==> config.mk <==
export PLATFORM = sky130hd
export DESIGN_NAME = flash_if_states
export DESIGN_NICKNAME = d
export VERILOG_FILES = /design/src/design/sfi_pkg.sv /design/src/design/flash_if_states.sv
export SDC_FILE = /design/constraint.sdc
export NUM_CORES = 1
export LEC_CHECK = 0
export ABC_AREA = 1
export BUFFER_PORTS_ARGS = -buffer_cell sky130_fd_sc_hd__clkbuf_2
export CAP_MARGIN = 20
export CELL_PAD_IN_SITES_DETAIL_PLACEMENT = 1
export CELL_PAD_IN_SITES_GLOBAL_PLACEMENT = 1
export CORE_ASPECT_RATIO = 1.5
export CORE_MARGIN = 2
export CORE_UTILIZATION = 43
export DETAILED_ROUTE_END_ITERATION = 10
export PLACE_DENSITY = 0.77
export SETUP_SLACK_MARGIN = 0.5
export SKIP_LAST_GASP = 1
export SYNTH_ARGS = -nofsm -noshare
export SYNTH_HDL_FRONTEND = slang
export SYNTH_SLANG_ARGS = --single-unit
==> constraint.sdc <==
create_clock -name clk -period 2.4 [get_ports clk]
set_input_delay 0.24 -clock clk [delete_from_list [all_inputs] [get_ports clk]]
set_output_delay 0.24 -clock clk [all_outputs]
set_load 0.02 [all_outputs]
==> src/design/sfi_pkg.sv <==
/*
 package for the serial flash interface state block: timing, opcodes,
 field layouts and carriers. assumes a 100 MHz core clock.
*/
package sfi_pkg;
    localparam int CLK_MHZ = 100;
    localparam int T_PU_US = 300;
    localparam int T_PD_NS = 1000;
    localparam int T_RP_NS = 200;
    localparam int T_RPH_NS = 10000;
    localparam int T_RH_NS = 50;
    // longest wait is a whole count, least times round up
    localparam logic [15:0] PU_CYC = 16'(T_PU_US * CLK_MHZ);
    localparam logic [15:0] PD_CYC = 16'((T_PD_NS * CLK_MHZ + 999) / 1000);
    localparam logic [15:0] RP_CYC = 16'((T_RP_NS * CLK_MHZ + 999) / 1000);
    localparam logic [15:0] RPH_CYC = 16'((T_RPH_NS * CLK_MHZ + 999) / 1000);
    localparam logic [15:0] RH_CYC = 16'((T_RH_NS * CLK_MHZ + 999) / 1000);
    localparam int ADDR_BITS = 24;
    localparam int MODE_BITS = 8;
    localparam logic [5:0] INSTR_BITS = 6'h08;
    localparam logic [7:0] OP_FAST_READ = 8'h0B;
    localparam logic [7:0] OP_DUAL_OUT_READ = 8'h3B;
    localparam logic [7:0] OP_DUAL_IO_READ = 8'hBB;
    localparam logic [7:0] OP_QUAD_OUT_READ = 8'h6B;
    localparam logic [7:0] OP_QUAD_IO_READ = 8'hEB;
    localparam logic [7:0] OP_QUAD_PAGE_PROGRAM = 8'h32;
    localparam logic [7:0] OP_PAGE_PROGRAM = 8'h02;
    localparam logic [7:0] OP_REG_WRITE = 8'h01;
    localparam logic [7:0] OP_WRITE_ENABLE = 8'h06;
    localparam logic [7:0] OP_WRITE_DISABLE = 8'h04;
    localparam logic [5:0] LAT_CYC0 = 6'h08;
    localparam logic [5:0] LAT_CYC1 = 6'h04;
    localparam logic [5:0] LAT_CYC2 = 6'h02;
    localparam logic [5:0] LAT_CYC3 = 6'h00;
    localparam logic [7:0] IDLE_FILL = 8'hFF;
    localparam logic [3:0] OE_OFF = 4'hF;
    localparam logic [3:0] OE_X1 = 4'hD;
    localparam logic [3:0] OE_X2 = 4'hC;
    localparam logic [3:0] OE_X4 = 4'h0;

    typedef struct packed {
        logic quad_enable_bit;
        logic pause_pin_select_bit;
        logic [1:0] latency_code_field;
    } cfg_s;

    typedef struct packed {
        logic valid;
        logic [7:0] opcode;
        logic write_protected;
    } cmd_s;

    typedef struct packed {
        logic known;
        logic has_addr;
        logic has_mode;
        logic [1:0] addr_w;
        logic is_read;
        logic din;
        logic [1:0] dat_w;
        logic quad_only;
    } cmd_info_s;

    typedef enum logic [1:0] {P_OFF, P_POR, P_READY, P_WARM} pwr_e;
    typedef enum logic [2:0] {
        IF_STANDBY, IF_INSTR, IF_ADDR, IF_DUMMY, IF_OUT, IF_DIN, IF_WAIT
    } if_e;
endpackage

==> src/design/flash_if_states.sv <==
/*
 serial flash interface states: supply and restart sequencing, instruction,
 address, latency, input and output cycles, pause, plus the read data fifo.
 assumes pins and supply flags are asynchronous and are synchronised here;
 the serial clock is sampled by clk, so it must run well below clk / 4.
*/
//
// Function
// - at low supply act powered off, ignore all
// - below cut-off discard every incoming command
// - low time then min level starts cold start
// - power-up wait silent, then standby
// - restart pulse, busy and hold time then standby
// - io3 may serve as restart input
// - chip select high keeps standby
// - falling select starts instruction cycle
// - eight instruction bits, msb first, rising edges
// - write protect only in register write instruction
// - standalone command returns to standby
// - pause freezes command, floats outputs
// - resume exactly where the pause began
// - single input uses io0, no output driven
// - dummy cycles follow the latency code
// - dummy cycles ignore and never drive lines
// - single output on io1 until select high
// - dual address on io0 and io1
// - dual data out two bits per cycle
// - quad program and quad output read address on io0
// - quad input four bits per cycle
// - quad data out four bits per cycle
// - quad enable disables pause and protect
`timescale 1ns/10ps
`default_nettype none

////////////////////////////////////////////////////////////////////////////
module rd_fifo #(
    parameter int WIDTH = 8,
    parameter int DEPTH = 32
) (
    input wire logic clk,
    input wire logic rst_n,
    input wire logic in_valid,
    output logic in_ready,
    input wire logic [WIDTH-1:0] in_data,
    output logic out_valid,
    input wire logic out_ready,
    output logic [WIDTH-1:0] out_data
);
    localparam int AW = $clog2(DEPTH);
    localparam logic [AW:0] FULL = (AW+1)'(DEPTH);
    localparam logic [AW-1:0] LAST = (AW)'(DEPTH - 1);
    logic [WIDTH-1:0] mem_q [DEPTH];
    logic [WIDTH-1:0] mem_d [DEPTH];
    logic [AW-1:0] wr_q, wr_d, rd_q, rd_d;
    logic [AW:0] cnt_q, cnt_d;
    logic push, pop;

    assign in_ready = cnt_q != FULL;
    assign out_valid = cnt_q != '0;
    assign out_data = mem_q[rd_q];
    assign push = in_valid && in_ready;
    assign pop = out_ready && out_valid;

    always_comb begin
        mem_d = mem_q;
        wr_d = wr_q;
        rd_d = rd_q;
        cnt_d = cnt_q;
        if (push) begin
            mem_d[wr_q] = in_data;
            wr_d = (wr_q == LAST) ? '0 : wr_q + 1'b1;
        end
        if (pop) begin
            rd_d = (rd_q == LAST) ? '0 : rd_q + 1'b1;
        end
        if (push && !pop) begin
            cnt_d = cnt_q + 1'b1;
        end else if (pop && !push) begin
            cnt_d = cnt_q - 1'b1;
        end
    end

    always_ff @(posedge clk or negedge rst_n) begin
        if (!rst_n) begin
            for (int i = 0; i < DEPTH; i++) begin
                mem_q[i] <= '0;
            end
            wr_q <= '0;
            rd_q <= '0;
            cnt_q <= '0;
        end else begin
            mem_q <= mem_d;
            wr_q <= wr_d;
            rd_q <= rd_d;
            cnt_q <= cnt_d;
        end
    end
endmodule

////////////////////////////////////////////////////////////////////////////
module flash_if_states
    import sfi_pkg::*;
#(
    parameter logic [15:0] PU_CYCLES = PU_CYC
) (
    input wire logic clk,
    input wire logic rst_n,
    input wire logic vcc_at_low,
    input wire logic vcc_below_cut,
    input wire logic vcc_at_min,
    input wire logic restart_n,
    input wire logic cs_n,
    input wire logic sck,
    input wire logic [3:0] io_in,
    output logic [3:0] io_out,
    output logic [3:0] io_oe_n,
    input wire cfg_s cfg,
    input wire logic rd_valid,
    output logic rd_ready,
    input wire logic [7:0] rd_data,
    output var cmd_s cmd,
    output logic rx_valid,
    output logic [7:0] rx_byte,
    output logic dev_ready
);
    function automatic logic [15:0] sat(input logic [15:0] x);
        return (x == 16'hFFFF) ? x : x + 16'h0001;
    endfunction

    function automatic logic [3:0] lanes(input logic [1:0] w);
        return 4'h1 << w;
    endfunction

    function automatic logic [7:0] shift_in(input logic [7:0] r,
                                            input logic [3:0] io,
                                            input logic [1:0] w);
        unique case (w)
            2'd1: return {r[5:0], io[1:0]};
            2'd2: return {r[3:0], io[3:0]};
            default: return {r[6:0], io[0]};
        endcase
    endfunction

    function automatic logic [5:0] latency(input logic [1:0] code);
        unique case (code)
            2'd0: return LAT_CYC0;
            2'd1: return LAT_CYC1;
            2'd2: return LAT_CYC2;
            default: return LAT_CYC3;
        endcase
    endfunction

    function automatic cmd_info_s decode(input logic [7:0] op);
        cmd_info_s r;
        r = '0;
        r.known = 1'b1;
        case (op)
            OP_FAST_READ: {r.has_addr, r.is_read} = 2'b11;
            OP_DUAL_OUT_READ: begin
                {r.has_addr, r.is_read} = 2'b11;
                r.dat_w = 2'd1;
            end
            OP_DUAL_IO_READ: begin
                {r.has_addr, r.has_mode, r.is_read} = 3'b111;
                r.addr_w = 2'd1;
                r.dat_w = 2'd1;
            end
            OP_QUAD_OUT_READ: begin
                {r.has_addr, r.is_read, r.quad_only} = 3'b111;
                r.dat_w = 2'd2;
            end
            OP_QUAD_IO_READ: begin
                {r.has_addr, r.has_mode, r.is_read} = 3'b111;
                r.quad_only = 1'b1;
                r.addr_w = 2'd2;
                r.dat_w = 2'd2;
            end
            OP_QUAD_PAGE_PROGRAM: begin
                {r.has_addr, r.din, r.quad_only} = 3'b111;
                r.dat_w = 2'd2;
            end
            OP_PAGE_PROGRAM: {r.has_addr, r.din} = 2'b11;
            OP_REG_WRITE: r.din = 1'b1;
            OP_WRITE_ENABLE, OP_WRITE_DISABLE: r.known = 1'b1;
            default: r.known = 1'b0;
        endcase
        return r;
    endfunction

    ////////////////////////////////////////////////////////////////////////
    // input synchronisers
    logic [9:0] s1_q, s2_q;
    logic sck3_q;
    logic low_s, cut_s, min_s, rstp_s, csn_s, sck_s;
    logic [3:0] io_s;

    always_ff @(posedge clk or negedge rst_n) begin
        if (!rst_n) begin
            s1_q <= 10'h3FF;
            s2_q <= 10'h3FF;
            sck3_q <= 1'b1;
        end else begin
            s1_q <= {vcc_at_low, vcc_below_cut, vcc_at_min, restart_n, cs_n,
                     sck, io_in};
            s2_q <= s1_q;
            sck3_q <= s2_q[4];
        end
    end
    assign {low_s, cut_s, min_s, rstp_s, csn_s, sck_s, io_s} = s2_q;

    ////////////////////////////////////////////////////////////////////////
    // supply and restart sequencing
    pwr_e pwr_q, pwr_d;
    logic [15:0] tmr_q, tmr_d, rlow_q, rlow_d, busy_q, busy_d;
    logic [15:0] rhold_q, rhold_d;
    logic restart_low, ready;

    assign restart_low = !rstp_s || (cfg.pause_pin_select_bit &&
                         (!cfg.quad_enable_bit || csn_s) && !io_s[3]);
    assign ready = pwr_q == P_READY;
    assign dev_ready = ready;

    always_comb begin
        pwr_d = pwr_q;
        tmr_d = tmr_q;
        busy_d = busy_q;
        rlow_d = restart_low ? sat(rlow_q) : 16'h0000;
        rhold_d = restart_low ? 16'h0000 : sat(rhold_q);
        if (low_s) begin
            pwr_d = P_OFF;
            tmr_d = (pwr_q == P_OFF) ? sat(tmr_q) : 16'h0000;
        end else begin
            unique case (pwr_q)
                P_OFF: begin
                    if (min_s && tmr_q >= PD_CYC) begin
                        pwr_d = P_POR;
                        tmr_d = 16'h0000;
                    end
                end
                P_POR: begin
                    tmr_d = sat(tmr_q);
                    if (tmr_q >= PU_CYCLES - 16'h0001) begin
                        pwr_d = P_READY;
                    end
                end
                P_READY: begin
                    if (rlow_q >= RP_CYC) begin
                        pwr_d = P_WARM;
                        busy_d = 16'h0000;
                    end
                end
                P_WARM: begin
                    busy_d = sat(busy_q);
                    if (busy_q >= RPH_CYC && rhold_q >= RH_CYC) begin
                        pwr_d = P_READY;
                    end
                end
            endcase
        end
    end

    always_ff @(posedge clk or negedge rst_n) begin
        if (!rst_n) begin
            pwr_q <= P_OFF;
            tmr_q <= 16'h0000;
            rlow_q <= 16'h0000;
            busy_q <= 16'h0000;
            rhold_q <= 16'h0000;
        end else begin
            pwr_q <= pwr_d;
            tmr_q <= tmr_d;
            rlow_q <= rlow_d;
            busy_q <= busy_d;
            rhold_q <= rhold_d;
        end
    end

    ////////////////////////////////////////////////////////////////////////
    // interface state machine
    if_e if_q, if_d;
    cmd_info_s info_q, info_d, dec;
    logic [1:0] w_q, w_d;
    logic [5:0] cnt_q, cnt_d, lat;
    logic [7:0] rx_q, rx_d, tx_q, tx_d, rxb_q, rxb_d, fifo_data;
    logic [2:0] bc_q, bc_d;
    logic [3:0] txb_q, txb_d, nb, bsum, out_q, out_d, oe_q, oe_d;
    logic drv_q, drv_d, rxv_q, rxv_d, pause, rise, fall, pop, fifo_valid;
    cmd_s cmd_q, cmd_d;

    assign pause = !cfg.quad_enable_bit && !cfg.pause_pin_select_bit &&
                   !io_s[3] && !csn_s;
    assign rise = sck_s && !sck3_q && ready && !pause;
    assign fall = !sck_s && sck3_q && ready && !pause;
    assign nb = lanes(w_q);
    assign bsum = {1'b0, bc_q} + nb;
    assign lat = latency(cfg.latency_code_field);
    assign dec = decode({rx_q[6:0], io_s[0]});

    always_comb begin
        if_d = if_q;
        info_d = info_q;
        w_d = w_q;
        cnt_d = cnt_q;
        rx_d = rx_q;
        bc_d = bc_q;
        tx_d = tx_q;
        txb_d = txb_q;
        drv_d = drv_q;
        rxb_d = rxb_q;
        rxv_d = 1'b0;
        cmd_d = cmd_q;
        cmd_d.valid = 1'b0;
        pop = 1'b0;
        if (!ready || csn_s) begin
            if_d = IF_STANDBY;
            w_d = 2'd0;
            bc_d = 3'd0;
            txb_d = 4'd0;
            drv_d = 1'b0;
        end else begin
            unique case (if_q)
                IF_STANDBY: begin
                    if (!pause) begin
                        if_d = IF_INSTR;
                        cnt_d = INSTR_BITS;
                    end
                end
                IF_INSTR: begin
                    if (rise) begin
                        rx_d = {rx_q[6:0], io_s[0]};
                        cnt_d = cnt_q - 6'd1;
                        if (cnt_q == 6'd1) begin
                            info_d = dec;
                            cmd_d.valid = dec.known && !cut_s &&
                                !(dec.quad_only && !cfg.quad_enable_bit);
                            cmd_d.opcode = rx_d;
                            cmd_d.write_protected = (rx_d == OP_REG_WRITE) &&
                                !cfg.quad_enable_bit && !io_s[2];
                            if (!cmd_d.valid) begin
                                if_d = IF_WAIT;
                            end else if (dec.has_addr) begin
                                if_d = IF_ADDR;
                                w_d = dec.addr_w;
                                cnt_d = 6'((ADDR_BITS + (dec.has_mode ?
                                    MODE_BITS : 0)) >> dec.addr_w);
                            end else if (dec.din) begin
                                if_d = IF_DIN;
                                w_d = dec.dat_w;
                            end else begin
                                if_d = IF_WAIT;
                            end
                        end
                    end
                end
                IF_ADDR, IF_DIN: begin
                    if (rise) begin
                        rx_d = shift_in(rx_q, io_s, w_q);
                        bc_d = bsum[2:0];
                        if (bsum[3]) begin
                            rxv_d = 1'b1;
                            rxb_d = rx_d;
                        end
                        if (if_q == IF_ADDR) begin
                            cnt_d = cnt_q - 6'd1;
                        end
                        if (if_q == IF_ADDR && cnt_q == 6'd1) begin
                            w_d = info_q.dat_w;
                            if (info_q.din) begin
                                if_d = IF_DIN;
                            end else if (lat != 6'd0) begin
                                if_d = IF_DUMMY;
                                cnt_d = lat;
                            end else begin
                                if_d = IF_OUT;
                            end
                        end
                    end
                end
                IF_DUMMY: begin
                    // lines free by the last edge
                    if (rise) begin
                        cnt_d = cnt_q - 6'd1;
                        if (cnt_q == 6'd1) begin
                            if_d = IF_OUT;
                        end
                    end
                end
                IF_OUT: begin
                    if (fall) begin
                        drv_d = 1'b1;
                        if (txb_q == 4'd0) begin
                            pop = fifo_valid;
                            tx_d = fifo_valid ? fifo_data : IDLE_FILL;
                            txb_d = 4'd8 - nb;
                        end else begin
                            tx_d = tx_q << nb;
                            txb_d = txb_q - nb;
                        end
                    end
                end
                IF_WAIT: if_d = IF_WAIT;
            endcase
        end
        unique case (w_d)
            2'd1: out_d = {2'b00, tx_d[7:6]};
            2'd2: out_d = tx_d[7:4];
            default: out_d = {2'b00, tx_d[7], 1'b0};
        endcase
        oe_d = OE_OFF;
        if (if_d == IF_OUT && drv_d && ready && !pause && !csn_s) begin
            oe_d = (w_d == 2'd2) ? OE_X4 : (w_d == 2'd1) ? OE_X2 : OE_X1;
        end
    end

    always_ff @(posedge clk or negedge rst_n) begin
        if (!rst_n) begin
            if_q <= IF_STANDBY;
            info_q <= '0;
            w_q <= 2'd0;
            cnt_q <= 6'd0;
            rx_q <= 8'h00;
            bc_q <= 3'd0;
            tx_q <= 8'h00;
            txb_q <= 4'd0;
            drv_q <= 1'b0;
            rxb_q <= 8'h00;
            rxv_q <= 1'b0;
            cmd_q <= '0;
            out_q <= 4'h0;
            oe_q <= OE_OFF;
        end else begin
            if_q <= if_d;
            info_q <= info_d;
            w_q <= w_d;
            cnt_q <= cnt_d;
            rx_q <= rx_d;
            bc_q <= bc_d;
            tx_q <= tx_d;
            txb_q <= txb_d;
            drv_q <= drv_d;
            rxb_q <= rxb_d;
            rxv_q <= rxv_d;
            cmd_q <= cmd_d;
            out_q <= out_d;
            oe_q <= oe_d;
        end
    end

    assign io_out = out_q;
    assign io_oe_n = oe_q;
    assign cmd = cmd_q;
    assign rx_valid = rxv_q;
    assign rx_byte = rxb_q;

    rd_fifo #(.WIDTH(8), .DEPTH(32)) u_fifo (
        .clk(clk),
        .rst_n(rst_n),
        .in_valid(rd_valid),
        .in_ready(rd_ready),
        .in_data(rd_data),
        .out_valid(fifo_valid),
        .out_ready(pop),
        .out_data(fifo_data)
    );

    ////////////////////////////////////////////////////////////////////////
    chk_off_float:
    assert property (@(posedge clk) disable iff (!rst_n)
        (pwr_q != P_READY) && ($past(pwr_q) != P_READY) |-> io_oe_n == OE_OFF)
        else $error("lines driven while not ready");
    chk_cut_discard:
    assert property (@(posedge clk) disable iff (!rst_n)
        cmd_q.valid |-> !$past(cut_s) && $past(pwr_q) == P_READY)
        else $error("command accepted at low supply");
    chk_por_wait:
    assert property (@(posedge clk) disable iff (!rst_n)
        $past(pwr_q) == P_POR && pwr_q == P_READY |->
        $past(tmr_q) >= PU_CYCLES - 16'h0001)
        else $error("power-up wait cut short");
    chk_warm_exit:
    assert property (@(posedge clk) disable iff (!rst_n)
        $past(pwr_q) == P_WARM && pwr_q == P_READY && !$past(low_s) |->
        $past(busy_q) >= RPH_CYC && $past(rhold_q) >= RH_CYC)
        else $error("restart ended early");
    chk_cs_standby:
    assert property (@(posedge clk) disable iff (!rst_n)
        csn_s |=> if_q == IF_STANDBY ##1 (csn_s or if_q != IF_OUT))
        else $error("not in standby while deselected");
    chk_select_instr:
    assert property (@(posedge clk) disable iff (!rst_n)
        if_q == IF_STANDBY && !csn_s && ready && !pause |=> if_q == IF_INSTR)
        else $error("select did not start instruction");
    chk_pause_hold:
    assert property (@(posedge clk) disable iff (!rst_n)
        pause && ready |=> $stable(if_q) && $stable(cnt_q) && $stable(tx_q))
        else $error("state moved during pause");
    chk_pause_float:
    assert property (@(posedge clk) disable iff (!rst_n)
        pause [*2] |-> io_oe_n == OE_OFF)
        else $error("lines driven during pause");
    chk_dummy_float:
    assert property (@(posedge clk) disable iff (!rst_n)
        if_q == IF_DUMMY && $past(if_q) == IF_DUMMY |-> io_oe_n == OE_OFF)
        else $error("lines driven in latency");
    chk_addr_float:
    assert property (@(posedge clk) disable iff (!rst_n)
        if_q == IF_ADDR |-> io_oe_n[1] && io_oe_n[0])
        else $error("output driven during address");
    chk_fall_update:
    assert property (@(posedge clk) disable iff (!rst_n)
        if_q == IF_OUT && !$past(fall) && $past(if_q) == IF_OUT |->
        $stable(tx_q))
        else $error("output changed without falling edge");
endmodule

`default_nettype wire

== Word-level counts from Yosys, hierarchy flattened ==
Index checks and enable logic that the tools add are counted.
Word-level totals
  bits in registers: 423
  latch bits: 0
  memory bits (writable): 0
  bits in read-only memories: 0
  input bits: 25
  output and inout bits: 29
  word-level logic and storage cells: 317
  memories kept: 0
Cells by class
  $add $sub $neg: 13
  $mul: 0
  divide/modulo/power cells: 0
  magnitude comparators: 8
  equality and inequality tests: 46
  shift operators: 3
  multiplexer cells: 106
  bitwise operators: 4
  reduce and logical (&&, ||, !) cells: 76
Operators by type and width (count)
  $bwmux 256: 1
  $mux 16: 10
  $mux 6: 13
  $add 16x1->16 const B: 4
  $eq 16x16->1 const B: 4
  $mux 8: 8
  $pmux 16 s2: 2
  $mux 3: 15
  $bmux 8 s5: 1
  $demux 8 s5: 1
  $mux 10: 4
  $logic_and 1x1->1: 28
  $mux 2: 14
  $mux 4: 7
  $pmux 6 s4: 1
  $reduce_and 4->1: 5
  $eq 8x3->1 const B: 2
  $eq 8x6->1 const B: 2
  $eq 8x8->1 const B: 2
  $ge 16x10->1 const B: 1
  $ge 16x15->1 const B: 1
  $ge 16x3->1 const B: 1
  $ge 16x5->1 const B: 1
  $ge 16x7->1 const B: 1
  57 further kinds: 127

== Longest topological paths before layout ==
  depth after elaboration: 17
  mapped depth: 20
  depth with buffers taken out: 20

== Modules after synthesis ==
A second synthesis with hierarchy kept.
Unflattened totals
  cell total of the unflattened synthesis: 2895
  area total of the unflattened synthesis: 22215.1 um^2
By module, submodules not included
  rd_fifo: times used 1, cells an instance 1726, area each 13300.3 um^2, sequential area each 6806.5 um^2
  flash_if_states: times used 1, cells an instance 1169, area each 8914.8 um^2, sequential area each 3783.6 um^2

== Worst setup path before layout ==
OpenSTA, ideal clock, no wires.
  path type: register -> register
  start point: register u_fifo.cnt_q[1]
  end point: register u_fifo.cnt_q[5]
  setup time: 0.083 ns
  data arrival time: 2.608 ns
  data required time: 2.317 ns
  setup slack: -0.291 ns
  stages on the path, launching flop included: 16
  buffers on the path: 0
  period minus slack after synthesis: 2.691 ns
  cell sequence: dfrtp_1 -> nor4_2 -> nand3_2 -> nand2_8 -> inv_1 -> ha_1 -> inv_1 -> ha_1 -> nand3_1 -> nand3_1 -> nand2_1 -> nand2_1 -> a21oi_1 -> xor2_1 -> nand2_1 -> o21ai_0
Between the ends
  elaborated cells on any way between the ends: 17
  those cells by class: add/sub (2); eq/ne (1); mux (6); reduce/logical (8)
RTL lines
  start: declaration: RTL line flash_if_states.sv:55  | logic [AW:0] cnt_q, cnt_d;
  start signal: assignment: RTL line flash_if_states.sv:95  | cnt_q <= cnt_d;
  $ne 6x6->1 (*): RTL line flash_if_states.sv:58  | assign in_ready = cnt_q != FULL;
  net rd_ready: RTL line flash_if_states.sv:119  | output logic rd_ready,
  $logic_and 1x1->1 (*): RTL line flash_if_states.sv:61  | assign push = in_valid && in_ready;
  net u_fifo.push: RTL line flash_if_states.sv:56  | logic push, pop;
  $logic_not 1->1: RTL line flash_if_states.sv:78  | end else if (pop && !push) begin
  $logic_and 1x1->1: RTL line flash_if_states.sv:78
  $reduce_bool 2->1 (no source line)
Mark *: on every way through the listed nets, which the timed path passes. The rest lies on a longest branch. The select of a mux whose other input is x is not followed.
A chain may end at the register's enable or synchronous reset.

== Final worst setup path ==
  start point: register s2_q[5]
  end point: register u_fifo.cnt_q[5]
Between the ends
  cells in the longest elaborated chain, start to end: 11
  elaborated cells on any way between the ends: 14
  those cells by class: mux (4); reduce/logical (10)
Ends and longest elaborated chain
  start: declaration: RTL line flash_if_states.sv:192  | logic [9:0] s1_q, s2_q;
  start signal: assignment: RTL line flash_if_states.sv:205  | s2_q <= s1_q;
  $logic_not 1->1: RTL line flash_if_states.sv:291  | !io_s[3] && !csn_s;
  $logic_and 1x1->1: RTL line flash_if_states.sv:291
  $logic_not 1->1: RTL line flash_if_states.sv:293  | assign fall = !sck_s && sck3_q && ready && !pause;
  $logic_and 1x1->1: RTL line flash_if_states.sv:293
  $mux 1: RTL line flash_if_states.sv:389  | if (fall) begin
  $mux 1: RTL line flash_if_states.sv:321  | unique case (if_q)
  $mux 1 (*): RTL line flash_if_states.sv:314  | if (!ready || csn_s) begin
  $logic_and 1x1->1 (*): RTL line flash_if_states.sv:62  | assign pop = out_ready && out_valid;
  $logic_not 1->1: RTL line flash_if_states.sv:76  | if (push && !pop) begin
  $logic_and 1x1->1: RTL line flash_if_states.sv:76
  $mux 6 / $reduce_bool 2->1 (equally long branches)
Mark *: on every way between the ends. The rest lies on a longest branch, timed or not.

==> results.md <==
- The run finished, with violations left.
- The final reports fail on negative setup slack.
- At the worst endpoint, the required time is 2920 ps.
- Counting flops and latches in the post-synthesis netlist gives 422.
- Derived from the worst setup path, the maximum achievable clock frequency is 0.413 GHz.
- In the routed design, unresolved DRC markers number 0.
- The leakage power total is 0.0136 uW.
- The number of synthesis warnings is 0.
- The synthesized netlist contains 59 unique library cells.
- The setup path with the least slack is of type reg -> reg.
- The horizontal extent of the die is 191 microns.
- In the final routed layout, each cell accounts on average for 23.3 microns.
- For this configuration, the core starts out at a cell density of 0.436.
- The design area is 29300 sq um.
- Leaving out fill and tap cells, the most frequent cells in the layout are sky130_fd_sc_hd__nand2_1, sky130_fd_sc_hd__dfrtp_1, sky130_fd_sc_hd__inv_1.
- Measured against its own limit, the worst slew margin works out to 0.548.
- VDD sags by at most 576 uV.
- The layout net count is 3110.
- The internal power is 12200 uW.
- The count of final setup violators is 1.
- In this run the worst path has a maximum fanout of 4.
- The number of antenna diodes in the final layout is 0.
- Of the total power, the clock network draws 0.415.
- After clock tree synthesis, the clock-pin slew on the worst setup and hold paths is 70 ps.
- The first routing iteration left 1327 violations.
- Summed over all layers, the routed wires come to 87700 microns.
- Clock tree synthesis selected as its root buffer the cell sky130_fd_sc_hd__clkbuf_16.
- The number of enable flip-flop cells after synthesis is 0.
- Setup repair after global routing could not meet its margin everywhere.
- In the final layout, the share of cells above drive strength 1 is 0.285.
- Of the synthesized area, sequential elements account for 0.470.
- In this run the number of H-tree levels came out at 2.
- The source-to-sink clock delay at the later pin of the worst-skew pair is 610 ps.
- Across the run, the number of max-cap violations was 0.
- The average instance in the mapped netlist occupies 8.01 sq um.
- Walking the worst path, the cells encountered are inv_2 -> nand4_1 -> nand4_1 -> inv_1 -> nand3_2 -> nor2_4 -> inv_2 -> ha_4 -> inv_6 -> ha_4 -> nand2_2 -> nand3_2 -> nand2_2 -> nand2_2 -> a21oi_2 -> xor2_1 -> nand2_1 -> o21ai_1.
- The congestion estimate from routability-driven global placement came to 0.906.
- Broken down by cell family, the worst path's largest delay share belongs to simple AND/OR/NAND/NOR gates.
- The number of placed I/O pins is 54.
- The initial antenna violation count came to 1.
- TritonCTS built the clock tree.
- The sequential share of power is 0.429.
- The routed length on met3 is 3710 microns.
- The most common cell after layout, fill and taps aside is sky130_fd_sc_hd__nand2_1.
- The core outline area is 51700 sq um.
- The total placed instance area is 23800 sq um.
- The share of flip-flops with an asynchronous set or reset after synthesis is 1.00.
- The relative area change from synthesis to final layout is 29.9%.
- The global routing usage summed across all routing layers is 0.283.
- The net switching power of the design is 5030 uW.
- The site row count is 102.
- The post-route clock period utilization is 1.01.
- The fraction of power spent switching nets is 0.291.
- The die covers 54300 sq um.
- The global-route congestion overflow total is 0.
- Counting both buffers and inverters, the worst setup path holds a total of 4.
- The chip height is 284 microns.
- The total number of clock tree sinks is 422.
- The number of global-route vias before repair was 22426.
- The half-perimeter wire length of the detailed placement result is 47200 microns.
- The slew at the pin closest to its max-slew limit is 676 ps.
- The cell repeated most along the worst path is sky130_fd_sc_hd__nand2_2.
- The first detailed-routing pass ran for 5 iterations.
- Detailed routing placed a total of 46400 microns of wire on met2.
- The max-slew violation total from the final report was 0.
- The number of buffer cells added on primary ports is 53.
- The mapped netlist covers 22600 sq um.
- The slowest stage of the critical path is the sky130_fd_sc_hd__dfstp_2 cell.
- Using the TritonRoute via totals, the vias-per-cell ratio works out to 5.83.
- The final number of hold-violating endpoints came to 0.
- The most used flip-flop cell after synthesis is sky130_fd_sc_hd__dfrtp_1.
- The smallest setup slack after layout is -23.9 ps.
- On the worst path, the slowest cell contributes a delay of 540 ps.
- The count of nets left with antenna violations once routing finished came out at 0.
- The first-pass GRT wire length is 121000 microns.
- The highest routing layer actually used is met4.
- Buffers inserted during clock tree synthesis total 45.
- The synthesized netlist net count is 2877.
- Counting I/O delays and the setup requirement, the final critical path takes 2420 ps.
- Clock skew on the completed layout was measured at 43.2 ps.
- STA classifies the critical path startpoint as a register.
- For the worst setup path, the data arrival time is 2950 ps.
- The tightest hold path in the finished design has a slack of 98.7 ps.
- The post-route core utilization is 0.567.
- The combinational cell fraction of total power is 0.156.
- The gate count after technology mapping is 2814.
- For this block, wires on met1 add up to 31400 microns.
- The power density over the cells is 589 nW/um^2.
- The classification of the worst-slack hold path is in -> reg.
- The pin count of the biggest net entering global routing is 70.
- The worst setup path is captured at a register.
- The maximum clock insertion buffer count is 3.
- Across all layers, the routed design uses 21907 vias.
==> logic make-up (layout without fill, tap and decap cells) <==
group,after synthesis,in the layout,share of synthesized area
xor+xnor,38,38,0.0148
simple gates,1365,1389,0.273
buf+inv,399,642,0.0841
compound gates,546,547,0.133
mux,6,6,0.00300
fa+ha+maj,38,38,0.0221
flops,422,422,0.470
==> power by group through the flow <==
stage / clock (uW) / sequential (uW) / combinational, uW
floorplan: 0 / 7480 / 1120
global placement: 0 / 7500 / 1870
detailed placement: 0 / 7510 / 1940
CTS: 7200 / 7390 / 2220
global route: 7540 / 7410 / 2900
finish: 7160 / 7400 / 2690
==> synth_stat cells (all sizes together) (28+ instances only) <==
cell type    n  share of area
xor2        30          0.012
nand3      218          0.049
a21oi       43          0.010
nor3        31         0.0088
clkbuf      48         0.0080
ha          35          0.019
inv        265          0.044
o22ai       28         0.0078
nor2       197          0.040
buf         83          0.031
dfrtp      398           0.44
nand2      864           0.16
o21ai      427          0.099
==> through the flow <==
stage               cells  setup slack (ps)  total power [uW]  TNS, ps
finish               3758             -23.9             17200    -23.9
global route         3758              -174             17800     -580
CTS                  3672             -6.22             16800    -8.14
detailed placement   3496             -94.8              9450     -262
global placement     3496             -23.4              9360    -23.4
floorplan            2814             -53.5              8600    -53.5
==> final cells by class <==
cell class | count | area [sq um]
Clock inverter | 18 | 173
Inverter | 268 | 1060
Timing Repair Buffer | 291 | 3080
Multi-Input combinational cell | 2018 | 12200
Timing Repair inverter | 1 | 5.00
Fill cell | 5895 | 22400
Tap cell | 676 | 846
Clock buffer | 64 | 1300
Sequential cell | 422 | 10600
==> sequential cells by signal, indices dropped and copies added (netlist names), 10 cells and up <==
signal	cells
u_fifo.mem_q	256
rlow_q	16
cmd	10
tmr_q	16
busy_q	16
s1_q	10
rhold_q	16
s2_q	10
==> routing by layer <==
layer  GRT usage  vias to the layer above
met5           0                        -
li1            -                     9687
met4       0.147                        0
met3      0.0382                      365
met2       0.531                      787
met1       0.303                    11068
==> worst register-to-register path, delay by kind of cell, from the launching register on <==
kind	cells	cell delay, ps
simple gates	9	790
fa+ha+maj	2	380
flops	1	540
compound gates	2	200
buf+inv	4	260
xor+xnor	1	160
==> final timing paths <==
path                            startpoint               to  slack (ps)  cells after the start
worst max-delay path               s2_q[5]  u_fifo.cnt_q[5]         -20                     18
worst min-delay path                cfg[1]         cnt_q[3]         100                      6
worst max register to register     s2_q[5]  u_fifo.cnt_q[5]         -20                     18
worst min register to register     s1_q[4]          s2_q[4]         360                      0
max in group asynchronous            rst_n       io_oe_n[0]        1310                      3
min in group asynchronous            rst_n         tmr_q[2]         220                      2
==> what timing repair did <==
item | CTS | global route
hold buffers | 12 | 0
hold endpoints to repair | 67 | 0
setup buffers | 63 | 62
pin swaps | 110 | 117
setup endpoints to repair | 335 | 383
gates cloned | 19 | 24
resized for setup | 224 | 376
Note: power is estimated with default switching activity, not from simulation.
